## src/hdl/diskette_pkg.sv

```systemverilog
// Package of constants and types for the diskette drive interface.
package diskette_pkg;
    localparam int FIFO_DEPTH = 16;
    localparam logic [7:0] OFS_CTRL = 8'h00;
    localparam logic [7:0] OFS_STATUS = 8'h04;
    localparam logic [7:0] OFS_IRQ = 8'h08;
    localparam logic [7:0] OFS_MASK = 8'h0C;
    localparam logic [7:0] OFS_STEP = 8'h10;
    localparam logic [7:0] OFS_DATA = 8'h14;
    localparam logic [7:0] OFS_WRITE = 8'h18;
    localparam int CTL_SELECT = 0;
    localparam int CTL_MOTOR = 1;
    localparam int CTL_DIR = 2;
    localparam int CTL_HEAD1 = 3;
    localparam int CTL_CAP144 = 4;
    localparam int CTL_RATE250 = 5;
    localparam int CTL_BURST = 6;
    localparam int CTL_WENABLE = 7;
    localparam int CTL_DENSOUT = 8;
    localparam int CTL_CHGACK = 9;
    localparam int EV_INDEX = 0;
    localparam int EV_STEPDONE = 1;
    localparam int EV_RXREADY = 2;
    localparam int EV_CHANGE = 3;
    localparam int EV_TXEMPTY = 4;
    localparam logic [9:0] CTRL_RESET = 10'h010;
    localparam logic [15:0] STEP_WIDTH_RESET = 16'h0008;
    localparam logic [15:0] STEP_GAP_RESET = 16'h0190;
    localparam int MCLK_MHZ = 125;
    localparam int RATE500_KBPS = 500;
    localparam int RATE250_KBPS = 250;
    localparam int BIT500_CYC = MCLK_MHZ * 1000 / RATE500_KBPS;
    localparam int BIT250_CYC = MCLK_MHZ * 1000 / RATE250_KBPS;
    localparam int BURST_LEVEL = 8;
    typedef enum {STEP_IDLE, STEP_ACTIVE, STEP_GAP} step_state_t;
endpackage

```

## src/hdl/diskette_drive_interface.sv

```systemverilog
// Host-side diskette drive interface with AXI4-Lite register access.
//
// The AXI4-Lite register port and the address map were chosen for this implementation.
`default_nettype none
module diskette_drive_interface #(
    parameter int DEPTH = diskette_pkg::FIFO_DEPTH
) (
    // Clock and reset.
    input wire logic mclk,
    input wire logic reset,
    // AXI4-Lite slave.
    input wire logic [7:0] s_axi_awaddr,
    input wire logic s_axi_awvalid,
    output logic s_axi_awready,
    input wire logic [31:0] s_axi_wdata,
    input wire logic [3:0] s_axi_wstrb,
    input wire logic s_axi_wvalid,
    output logic s_axi_wready,
    output logic [1:0] s_axi_bresp,
    output logic s_axi_bvalid,
    input wire logic s_axi_bready,
    input wire logic [7:0] s_axi_araddr,
    input wire logic s_axi_arvalid,
    output logic s_axi_arready,
    output logic [31:0] s_axi_rdata,
    output logic [1:0] s_axi_rresp,
    output logic s_axi_rvalid,
    input wire logic s_axi_rready,
    // Interrupt.
    output logic irq,
    // Drive outputs.
    output logic unitSelect_n,
    output logic spindleOn_n,
    output logic direction,
    output logic stepPulse_n,
    output logic writeWindow_n,
    output logic writeBit,
    output logic sideChoice,
    output logic capacitySelect,
    output logic densityChoice,
    // Drive inputs.
    input wire logic rotationMark_n,
    input wire logic outer_cylinder_flag_n,
    input wire logic mediaLocked_n,
    input wire logic densitySense_n,
    input wire logic mediaSwapped_n,
    input wire logic readBit
);
    import diskette_pkg::*;

    // Three-stage pin synchronisers; stage 0 feeds only stage 1.
    logic [5:0] pinRaw;
    logic [5:0] sync0_ff, sync1_ff, sync2_ff, pin_ff;
    logic [5:0] nxt_pin;
    assign pinRaw = {readBit, mediaSwapped_n, densitySense_n, mediaLocked_n,
                     outer_cylinder_flag_n, rotationMark_n};
    genvar gi;
    generate
        for (gi = 0; gi < 6; gi++) begin : g_pin
            always_comb begin
                nxt_pin[gi] = (sync1_ff[gi] == sync2_ff[gi]) ?
                              sync2_ff[gi] : pin_ff[gi];
            end
        end
    endgenerate
    always_ff @(posedge mclk) begin
        if (reset) begin
            sync0_ff <= 6'h3F;
            sync1_ff <= 6'h3F;
            sync2_ff <= 6'h3F;
            pin_ff <= 6'h3F;
        end else begin
            sync0_ff <= pinRaw;
            sync1_ff <= sync0_ff;
            sync2_ff <= sync1_ff;
            pin_ff <= nxt_pin;
        end
    end

    // Register state.
    logic [9:0] ctrl_ff, nxt_ctrl;
    logic [4:0] irqStat_ff, nxt_irqStat, irqMask_ff, nxt_irqMask, events;
    logic [15:0] stepWidth_ff, nxt_stepWidth, stepGap_ff, nxt_stepGap;
    logic [7:0] rxFifo_ff [DEPTH], nxt_rxFifo [DEPTH];
    logic [7:0] txFifo_ff [DEPTH], nxt_txFifo [DEPTH];
    logic [$clog2(DEPTH):0] rxCnt_ff, nxt_rxCnt, txCnt_ff, nxt_txCnt;
    logic [7:0] rxSh_ff, nxt_rxSh, txSh_ff, nxt_txSh;
    logic [2:0] rxBit_ff, nxt_rxBit, txBit_ff, nxt_txBit;
    logic txBusy_ff, nxt_txBusy;
    logic [8:0] bitCnt_ff, nxt_bitCnt;
    logic awDone_ff, nxt_awDone, wDone_ff, nxt_wDone;
    logic [7:0] awAddr_ff, nxt_awAddr;
    logic [31:0] wData_ff, nxt_wData;
    logic bvalid_ff, nxt_bvalid, bErr_ff, nxt_bErr;
    logic rvalid_ff, nxt_rvalid, rErr_ff, nxt_rErr;
    logic [31:0] rdata_ff, nxt_rdata;
    step_state_t stepSt_ff, nxt_stepSt;
    logic [15:0] stepCnt_ff, nxt_stepCnt;
    logic stepReq, mark_d_ff, swap_d_ff;

    function automatic logic known(input logic [7:0] a);
        return a == OFS_CTRL || a == OFS_STATUS || a == OFS_IRQ ||
               a == OFS_MASK || a == OFS_STEP || a == OFS_DATA ||
               a == OFS_WRITE;
    endfunction

    logic doWrite, doRead, bitTick, rxPop, txPush, writing;
    logic [7:0] wa;
    logic [31:0] wd;
    assign wa = awDone_ff ? awAddr_ff : s_axi_awaddr;
    assign wd = wDone_ff ? wData_ff : s_axi_wdata;
    assign s_axi_awready = !awDone_ff && !bvalid_ff;
    assign s_axi_wready = !wDone_ff && !bvalid_ff;
    assign doWrite = (awDone_ff || (s_axi_awvalid && s_axi_awready)) &&
                     (wDone_ff || (s_axi_wvalid && s_axi_wready));
    assign s_axi_arready = !rvalid_ff;
    assign doRead = s_axi_arvalid && s_axi_arready;
    assign s_axi_bvalid = bvalid_ff;
    assign s_axi_bresp = bErr_ff ? 2'h2 : 2'h0;
    assign s_axi_rvalid = rvalid_ff;
    assign s_axi_rdata = rdata_ff;
    assign s_axi_rresp = rErr_ff ? 2'h2 : 2'h0;
    assign rxPop = doRead && s_axi_araddr == OFS_DATA && rxCnt_ff != 0;
    assign txPush = doWrite && wa == OFS_WRITE && txCnt_ff != DEPTH;

    // Only motor, step and write outputs are gated by unit select; side, capacity, density and direction are not.
    assign unitSelect_n = !ctrl_ff[CTL_SELECT];
    assign spindleOn_n = !(ctrl_ff[CTL_SELECT] &&
                           ctrl_ff[CTL_MOTOR]);
    assign sideChoice = !ctrl_ff[CTL_HEAD1];
    assign capacitySelect = ctrl_ff[CTL_CAP144];
    assign densityChoice = ctrl_ff[CTL_DENSOUT];
    // A locked medium never sees the write window open.
    assign writing = ctrl_ff[CTL_SELECT] && ctrl_ff[CTL_WENABLE] &&
                     pin_ff[2] && txBusy_ff;
    assign writeWindow_n = !writing;
    assign writeBit = writing && txSh_ff[7];
    assign stepPulse_n = !(stepSt_ff == STEP_ACTIVE);
    assign direction = ctrl_ff[CTL_DIR];
    assign stepReq = doWrite && wa == OFS_STEP && wd[31] &&
                     ctrl_ff[CTL_SELECT] && stepSt_ff == STEP_IDLE;
    assign bitTick = bitCnt_ff == 9'h000;
    assign irq = |(irqStat_ff & irqMask_ff);

    always_comb begin
        events = 5'h00;
        events[EV_INDEX] = mark_d_ff && !pin_ff[0];
        events[EV_CHANGE] = swap_d_ff && !pin_ff[4];
        events[EV_RXREADY] = ctrl_ff[CTL_BURST] ?
            (rxCnt_ff == BURST_LEVEL[$clog2(DEPTH):0]) :
            (rxCnt_ff == 1);
        // Counted on the last bit tick so back-to-back bytes each report.
        events[EV_TXEMPTY] = bitTick && txBusy_ff && txBit_ff == 3'h7;
        events[EV_STEPDONE] = stepSt_ff == STEP_GAP && stepCnt_ff == 16'h0000;
    end

    always_comb begin
        nxt_ctrl = ctrl_ff;
        nxt_irqMask = irqMask_ff;
        nxt_stepWidth = stepWidth_ff;
        nxt_stepGap = stepGap_ff;
        nxt_irqStat = irqStat_ff;
        if (doWrite && wa == OFS_CTRL && s_axi_wstrb[0])
            nxt_ctrl = wd[9:0];
        // Direction must not change while a pulse is on the line.
        if (stepSt_ff == STEP_ACTIVE)
            nxt_ctrl[CTL_DIR] = ctrl_ff[CTL_DIR];
        if (doWrite && wa == OFS_MASK)
            nxt_irqMask = wd[4:0];
        if (doWrite && wa == OFS_STEP && !wd[31]) begin
            nxt_stepWidth = wd[15:0] == 0 ? 16'h0001 : wd[15:0];
            nxt_stepGap = wd[30:16] == 0 ? 16'h0001 : {1'b0, wd[30:16]};
        end
        if (doWrite && wa == OFS_IRQ)
            nxt_irqStat = irqStat_ff & ~wd[4:0];
        nxt_irqStat = nxt_irqStat | events;
        nxt_awDone = awDone_ff;
        nxt_wDone = wDone_ff;
        nxt_awAddr = awAddr_ff;
        nxt_wData = wData_ff;
        if (s_axi_awvalid && s_axi_awready) begin
            nxt_awDone = 1'b1;
            nxt_awAddr = s_axi_awaddr;
        end
        if (s_axi_wvalid && s_axi_wready) begin
            nxt_wDone = 1'b1;
            nxt_wData = s_axi_wdata;
        end
        nxt_bvalid = bvalid_ff && !s_axi_bready;
        nxt_bErr = bErr_ff;
        if (doWrite) begin
            nxt_awDone = 1'b0;
            nxt_wDone = 1'b0;
            nxt_bvalid = 1'b1;
            nxt_bErr = !known(wa);
        end
        nxt_rvalid = rvalid_ff && !s_axi_rready;
        nxt_rdata = rdata_ff;
        nxt_rErr = rErr_ff;
        if (doRead) begin
            nxt_rvalid = 1'b1;
            nxt_rErr = !known(s_axi_araddr);
            case (s_axi_araddr)
                OFS_CTRL: nxt_rdata = {22'h000000, ctrl_ff};
                OFS_STATUS: nxt_rdata = {16'h0000,
                    3'(rxCnt_ff >> 2), 5'(txCnt_ff), stepSt_ff != STEP_IDLE,
                    pin_ff[5], pin_ff[4], pin_ff[3], pin_ff[2], pin_ff[1],
                    pin_ff[0], 1'b0};
                OFS_IRQ: nxt_rdata = {27'h0000000, irqStat_ff};
                OFS_MASK: nxt_rdata = {27'h0000000, irqMask_ff};
                OFS_STEP: nxt_rdata = {stepGap_ff, stepWidth_ff};
                OFS_DATA: nxt_rdata = {23'h000000, rxCnt_ff != 0,
                                       rxFifo_ff[0]};
                default: nxt_rdata = 32'h00000000;
            endcase
        end
    end

    // Step pulse sequencer.
    always_comb begin
        nxt_stepSt = stepSt_ff;
        nxt_stepCnt = stepCnt_ff - 16'h0001;
        case (stepSt_ff)
            STEP_IDLE: begin
                nxt_stepCnt = stepWidth_ff;
                if (stepReq)
                    nxt_stepSt = STEP_ACTIVE;
            end
            STEP_ACTIVE: if (stepCnt_ff == 16'h0001) begin
                nxt_stepSt = STEP_GAP;
                nxt_stepCnt = stepGap_ff;
            end
            STEP_GAP: if (stepCnt_ff == 16'h0000)
                nxt_stepSt = STEP_IDLE;
            default: nxt_stepSt = STEP_IDLE;
        endcase
    end

    // Serial bit engine and FIFOs shifting from index 0.
    always_comb begin
        nxt_bitCnt = bitTick ? (ctrl_ff[CTL_RATE250] ?
            9'(BIT250_CYC - 1) : 9'(BIT500_CYC - 1)) :
            bitCnt_ff - 9'h001;
        nxt_rxFifo = rxFifo_ff;
        nxt_rxCnt = rxCnt_ff;
        nxt_rxSh = rxSh_ff;
        nxt_rxBit = rxBit_ff;
        nxt_txFifo = txFifo_ff;
        nxt_txCnt = txCnt_ff;
        nxt_txSh = txSh_ff;
        nxt_txBit = txBit_ff;
        nxt_txBusy = txBusy_ff;
        if (rxPop) begin
            for (int i = 0; i < DEPTH - 1; i++)
                nxt_rxFifo[i] = rxFifo_ff[i + 1];
            nxt_rxCnt = rxCnt_ff - 1'b1;
        end
        if (bitTick && ctrl_ff[CTL_SELECT] && !writing) begin
            nxt_rxSh = {rxSh_ff[6:0], pin_ff[5]};
            nxt_rxBit = rxBit_ff + 3'h1;
            // A full FIFO drops the byte; software must keep up.
            if (rxBit_ff == 3'h7 && nxt_rxCnt != DEPTH) begin
                nxt_rxFifo[nxt_rxCnt[$clog2(DEPTH)-1:0]] =
                    {rxSh_ff[6:0], pin_ff[5]};
                nxt_rxCnt = nxt_rxCnt + 1'b1;
            end
        end
        if (bitTick && txBusy_ff) begin
            nxt_txSh = {txSh_ff[6:0], 1'b0};
            nxt_txBit = txBit_ff + 3'h1;
            if (txBit_ff == 3'h7)
                nxt_txBusy = 1'b0;
        end
        // Loading only on a tick gives the first bit a full period, and a
        // locked or deselected drive keeps the byte queued instead of lost.
        if (bitTick && !nxt_txBusy && txCnt_ff != 0 &&
            ctrl_ff[CTL_WENABLE] && ctrl_ff[CTL_SELECT] &&
            pin_ff[2]) begin
            nxt_txSh = txFifo_ff[0];
            nxt_txBusy = 1'b1;
            nxt_txBit = 3'h0;
            for (int i = 0; i < DEPTH - 1; i++)
                nxt_txFifo[i] = txFifo_ff[i + 1];
            nxt_txCnt = txCnt_ff - 1'b1;
        end
        if (txPush) begin
            nxt_txFifo[nxt_txCnt[$clog2(DEPTH)-1:0]] = wd[7:0];
            nxt_txCnt = nxt_txCnt + 1'b1;
        end
    end

    always_ff @(posedge mclk) begin
        if (reset) begin
            ctrl_ff <= CTRL_RESET;
            irqStat_ff <= 5'h00;
            irqMask_ff <= 5'h00;
            stepWidth_ff <= STEP_WIDTH_RESET;
            stepGap_ff <= STEP_GAP_RESET;
            awDone_ff <= 1'b0;
            wDone_ff <= 1'b0;
            awAddr_ff <= 8'h00;
            wData_ff <= 32'h00000000;
            bvalid_ff <= 1'b0;
            bErr_ff <= 1'b0;
            rvalid_ff <= 1'b0;
            rErr_ff <= 1'b0;
            rdata_ff <= 32'h00000000;
            stepSt_ff <= STEP_IDLE;
            stepCnt_ff <= 16'h0000;
            bitCnt_ff <= 9'h000;
            rxCnt_ff <= '0;
            txCnt_ff <= '0;
            rxSh_ff <= 8'h00;
            txSh_ff <= 8'h00;
            rxBit_ff <= 3'h0;
            txBit_ff <= 3'h0;
            txBusy_ff <= 1'b0;
            mark_d_ff <= 1'b1;
            swap_d_ff <= 1'b1;
            for (int i = 0; i < DEPTH; i++) begin
                rxFifo_ff[i] <= 8'h00;
                txFifo_ff[i] <= 8'h00;
            end
        end else begin
            ctrl_ff <= nxt_ctrl;
            irqStat_ff <= nxt_irqStat;
            irqMask_ff <= nxt_irqMask;
            stepWidth_ff <= nxt_stepWidth;
            stepGap_ff <= nxt_stepGap;
            awDone_ff <= nxt_awDone;
            wDone_ff <= nxt_wDone;
            awAddr_ff <= nxt_awAddr;
            wData_ff <= nxt_wData;
            bvalid_ff <= nxt_bvalid;
            bErr_ff <= nxt_bErr;
            rvalid_ff <= nxt_rvalid;
            rErr_ff <= nxt_rErr;
            rdata_ff <= nxt_rdata;
            stepSt_ff <= nxt_stepSt;
            stepCnt_ff <= nxt_stepCnt;
            bitCnt_ff <= nxt_bitCnt;
            rxCnt_ff <= nxt_rxCnt;
            txCnt_ff <= nxt_txCnt;
            rxSh_ff <= nxt_rxSh;
            txSh_ff <= nxt_txSh;
            rxBit_ff <= nxt_rxBit;
            txBit_ff <= nxt_txBit;
            txBusy_ff <= nxt_txBusy;
            mark_d_ff <= pin_ff[0];
            swap_d_ff <= pin_ff[4];
            rxFifo_ff <= nxt_rxFifo;
            txFifo_ff <= nxt_txFifo;
        end
    end

    step_dir_a: assert property (@(posedge mclk) disable iff (reset)
        !stepPulse_n |=> $stable(direction)) else $error("dir moved");
    step_width_a: assert property (@(posedge mclk) disable iff (reset)
        $fell(stepPulse_n) && stepWidth_ff == 16'h0005 |=>
        !stepPulse_n [*4] ##1 stepPulse_n)
        else $error("step width wrong");
    step_sel_a: assert property (@(posedge mclk) disable iff (reset)
        $fell(stepPulse_n) |-> !unitSelect_n)
        else $error("step unsel");
    motor_sel_a: assert property (@(posedge mclk) disable iff (reset)
        !spindleOn_n |-> !unitSelect_n) else $error("motor unsel");
    write_lock_a: assert property (@(posedge mclk) disable iff (reset)
        !pin_ff[2] |-> writeWindow_n) else $error("write on lock");
    write_data_a: assert property (@(posedge mclk) disable iff (reset)
        writeWindow_n |-> !writeBit) else $error("data outside");
    cap_sel_a: assert property (@(posedge mclk) disable iff (reset)
        capacitySelect == ctrl_ff[CTL_CAP144]) else $error("cap");
    head_sel_a: assert property (@(posedge mclk) disable iff (reset)
        sideChoice == !ctrl_ff[CTL_HEAD1]) else $error("head");
    fifo_bound_a: assert property (@(posedge mclk) disable iff (reset)
        rxCnt_ff <= DEPTH && txCnt_ff <= DEPTH) else $error("fifo");
    rate_tick_a: assert property (@(posedge mclk) disable iff (reset)
        bitCnt_ff <= 9'(BIT250_CYC - 1)) else $error("rate count");
    swap_irq_a: assert property (@(posedge mclk) disable iff (reset)
        $fell(pin_ff[4]) |=> irqStat_ff[EV_CHANGE])
        else $error("swap");
endmodule // diskette_drive_interface
`default_nettype wire

```

## config.mk

```make
export PLATFORM = sky130hd
export DESIGN_NAME = diskette_drive_interface
export DESIGN_NICKNAME = d
export VERILOG_FILES = /design/src/hdl/diskette_pkg.sv /design/src/hdl/diskette_drive_interface.sv
export SDC_FILE = /design/constraint.sdc
export NUM_CORES = 1
export LEC_CHECK = 0
export BUFFER_PORTS_ARGS = -buffer_cell sky130_fd_sc_hd__buf_2
export CORE_UTILIZATION = 45
export CTS_CLUSTER_SIZE = 16
export DETAILED_ROUTE_END_ITERATION = 7
export SLEW_MARGIN = 20
export SYNTH_ARGS = -nofsm -noshare
export SYNTH_HDL_FRONTEND = slang
export SYNTH_SLANG_ARGS = --single-unit
```

## constraint.sdc

```tcl
create_clock -name mclk -period 3.5 [get_ports mclk]
set_input_delay 0.525 -clock mclk [delete_from_list [all_inputs] [get_ports mclk]]
set_output_delay 0.525 -clock mclk [all_outputs]
set_load 0.02 [all_outputs]
```

==> impl_metrics.py <==
metrics = {
    "min_path": {
        "hold_path_end": "sync0_ff[4]$_SDFF_PP1_",
        "worst_hold_path_type": "primary input to flop",
        "holdPathStages": 2,
        "worstHoldStart": "mediaSwapped_n",
    },
    "clock_tree": {
        "htreeDepth": 2,
        "cts_buffers": 51,
        "cts_resized": 0,
        "clk_pin_slew_ns": 0.06,
        "cts_tree": "built",
        "clock_tree.buffer_depth": 3,
        "cts_sinks": 469,
        "cts_setup_buffers": 0,
        "cts-root-buf": "clkbuf_16",
        "clk_latency_ns": 0.61,
        "cts_hold_buffers": 0,
    },
    "worst_setup_path": {
        "worstPathMaxFanout": 9,
        "r2r_slack_ns": 0.24,
        "arrival_ns": 3.73,
        "rr_startpoint": "bitCnt_ff[0]$_SDFF_PP0_",
        "worstSetupStartpointType": "flop",
        "reg2reg_to": "txFifo_ff[21]$_SDFF_PP0_",
        "critical_path_class": "flop to flop",
        "worstPathRequired_ns": 3.97,
        "end_kind": "flop",
        "worstRegToRegCells": 9,
    },
    "timing": {
        "maxSlewHeadroom_pct": 42.0,
        "finalHoldViolCount": 0,
        "period_share_pct": 93.0,
        "worstMarginPinSlew_ns": 0.870,
        "skew_ns": 0.0421,
        "rsz0062_at_grt": "no",
        "report.final.slew_viol_count": 0,
        "max_freq_mhz": 307,
        "setup_viol": 0,
        "period_minus_slack_ns": 3.26,
        "fin_setup_tns_ns": 0,
    },
    "yosys": {
        "synth_ff_type": "dfxtp_1",
        "ys_types": 80,
        "synth_top_family_by_area": "simple AND/OR/NAND/NOR gates",
        "synth-simple-area-share_pct": 20.0,
        "synth_compound_area_share_pct": 17.3,
        "synth.avg_cell_area_um2": 8.58,
        "synth_seq_area_share_pct": 43.4,
        "syn_inst": 2524,
        "synth.ff_latch_count": 469,
        "synth-xor-area-share_pct": 1.29,
        "ys_warn_count": 0,
        "syn_area_um2": 21700,
        "synth.area.mux_share_pct": 12.9,
        "async_flop_share_pct": 0,
        "synth_fa_ha_area_share_pct": 0.982,
        "synth_edf_count": 0,
    },
    "global_route": {
        "grt_pass1_wl_mm": 92.1,
        "top_usage_layer": "met2",
        "use_met1_pct": 31.1,
        "globalRouteMet2Util_pct": 37.1,
        "antenna_found_initial": 1,
        "track_usage_pct": 22.6,
        "overflow": 0,
        "met3_usage_pct": 3.68,
        "grt_pass1_vias": 17400,
        "grt_max_degree": 140,
    },
    "cells_and_area": {
        "area_growth_syn_to_layout_pct": 14.2,
        "layout-drive-gt1-share_pct": 17.5,
        "fin_nets": 2655,
        "fill_cells": 4508,
        "layoutNonFillerInstCount": 3227,
        "fin_area_um2": 24700,
        "multiInputGateArea_um2": 11400,
        "seq_area_um2": 9390,
        "antenna_cells": 0,
    },
    "floorplanning": {
        "core_area_um2": 47600,
        "die_w_um": 221,
        "die_area_um2": 49000,
        "initial_core_util_pct": 45.4,
        "io_pins": 116,
        "die_h_um": 221,
        "rows": 80,
    },
    "place": {
        "placed_cells": 3135,
        "place_congestion": 0.909,
        "place_area_um2": 22900,
        "dp_hpwl_mm": 37.5,
        "portBuffers": 109,
    },
    "routing": {
        "wire_per_inst_um": 17.5,
        "drc": 0,
        "antenna_left": 0,
        "via_per_inst": 5.66,
        "vias": 18300,
        "drt_iter0_drc": 1460,
        "wl_mm": 56.5,
        "drtPass1Iterations": 8,
    },
    "power_and_ir_drop": {
        "cellLeakagePower_uw": 0.00900,
        "ir_drop_mv": 0.370,
        "power_density_nw_per_um2": 486,
    },
    "status": {
        "status": "finished clean",
    },
    "flow_run": {
        "maxCapViolations": 0,
    },
}
## layer usage
metal / vias to the layer above / routed length (µm) / share of wire (%)
li1: 8976 / - / -
met1: 8839 / 26300 / 47
met2: 388 / 26800 / 47
met3: 59 / 2520 / 4.5
met4: 0 / 843 / 1.5
met5: - / 0 / 0
## per-stage QoR
stage	hold slack, ns	power, µW	setup slack, ns	utilization [%]
after floorplan	0.389	6220	0.0438	-
after CTS	0.0717	12100	0.194	51.9
after global routing	0.0775	12400	0.0540	51.9
after detailed placement	0.393	6500	0.0600	48.1
final	0.102	12000	0.245	51.9
after global placement	0.392	6480	0.117	48.1
## critical path: stages (launching register included)
cell and delay (ns):
dfxtp_1 0.33, inv_1 0.10, ha_1 0.16, or4b_1 0.46
buf_4 0.19, nor4_4 0.58, and4_1 0.27, o21ai_1 0.18
nor2_2 0.44, mux2_2 0.40
## sequential cells by signal, summed over array words and instances (netlist names), 6 cells and up, named ones only
register	flops
awAddr_ff	8
sync1_ff	6
s_axi_rdata	31
pin_ff	6
rxSh_ff	7
rxFifo_ff	120
bitCnt_ff	9
stepCnt_ff	16
txSh_ff	8
ctrl_ff	10
txFifo_ff	120
stepWidth_ff	16
sync0_ff	6
sync2_ff	6
wData_ff	32
stepGap_ff	15
## cells in the final DEF (no fill, tap or decap), types with 10 or more instances in the layout
master,n
nand2_1,493
nand3_1,35
nand2b_1,25
xnor2_1,21
clkbuf_16,51
a311oi_1,10
o21ai_1,11
o21ai_0,62
nor4_1,20
clkbuf_8,12
nor2_1,224
inv_1,19
or2_2,23
xor2_1,11
a21o_1,26
a22oi_1,35
a222oi_1,19
a211o_1,39
and3_1,10
mux2_1,11
mux2_2,106
dfxtp_1,468
buf_2,108
nor2b_1,10
a21oi_1,212
nand3b_1,13
nor3_1,24
a211oi_1,108
mux2i_1,131
buf_4,70
buf_12,12
ha_1,17
## power by group
group	switching, µW	internal [µW]
clock network	2240	3380
logic	558	307
registers	87.7	5440
total	2890	9130
## worst max path at each step
stage / startpoint / end / depth (start not counted)
floorplan: s_axi_araddr[3] / rxFifo_ff[37]$_SDFF_PP0_ / 13
global placement: s_axi_araddr[1] / rxFifo_ff[66]$_SDFF_PP0_ / 8
detailed placement: s_axi_araddr[1] / rxFifo_ff[74]$_SDFF_PP0_ / 8
CTS: txCnt_ff[0]$_SDFF_PP0_ / txFifo_ff[21]$_SDFF_PP0_ / 8
global route: bitCnt_ff[0]$_SDFF_PP0_ / txFifo_ff[21]$_SDFF_PP0_ / 9
finish: bitCnt_ff[0]$_SDFF_PP0_ / txFifo_ff[21]$_SDFF_PP0_ / 9
## cell usage after synthesis, types with 6 or more instances
library cell	number	area [µm²]
nand2_1	495	1860
dfxtp_1	469	9390
nor2_1	226	848
a21oi_1	212	1060
clkbuf_1	139	522
mux2i_1	131	1310
a211oi_1	108	811
mux2_2	106	1190
o21ai_0	62	310
a211o_1	39	342
a22oi_1	35	263
nand3_1	35	175
buf_2	30	150
a21o_1	26	195
nand2b_1	25	156
nor3_1	25	125
or2_2	23	144
nor4_1	21	131
xnor2_1	21	184
a222oi_1	19	190
inv_1	19	71.3
ha_1	17	213
buf_1	14	52.6
buf_4	13	97.6
nand3b_1	13	97.6
mux2_1	11	124
nor2b_1	11	68.8
o21ai_1	11	55.1
xor2_1	11	96.3
a311oi_1	10	87.6
and3_1	10	62.6
nand4_1	9	56.3
nor2_4	9	101
or4_1	9	67.6
mux2_4	8	120
a22o_1	7	61.3
and2_1	6	37.5
o21bai_1	6	45.0
## cells by family (layout without fill, tap and decap cells)
| kind of cell | after synthesis | count (layout) |
|---|---|---|
| AOI/OAI and AO/OA | 574 | 574 |
| buffers and inverters | 216 | 302 |
| muxes | 258 | 258 |
| xor gates and xnor gates | 32 | 32 |
| DFF | 469 | 469 |
| adders and majority gates | 17 | 17 |
| and+or+nand+nor | 957 | 957 |
| other | 1 | 3 |
## cell type report
type / instances / area share, %
inverter: 19 / 0.288
clock inverter: 21 / 1.19
timing repair buffer: 191 / 5.34
multi-input combinational: 1841 / 46.1
clock buffer: 71 / 5.95
sequential: 469 / 38.0
tap: 615 / 3.11
Note: power is estimated with default switching activity, not from simulation.
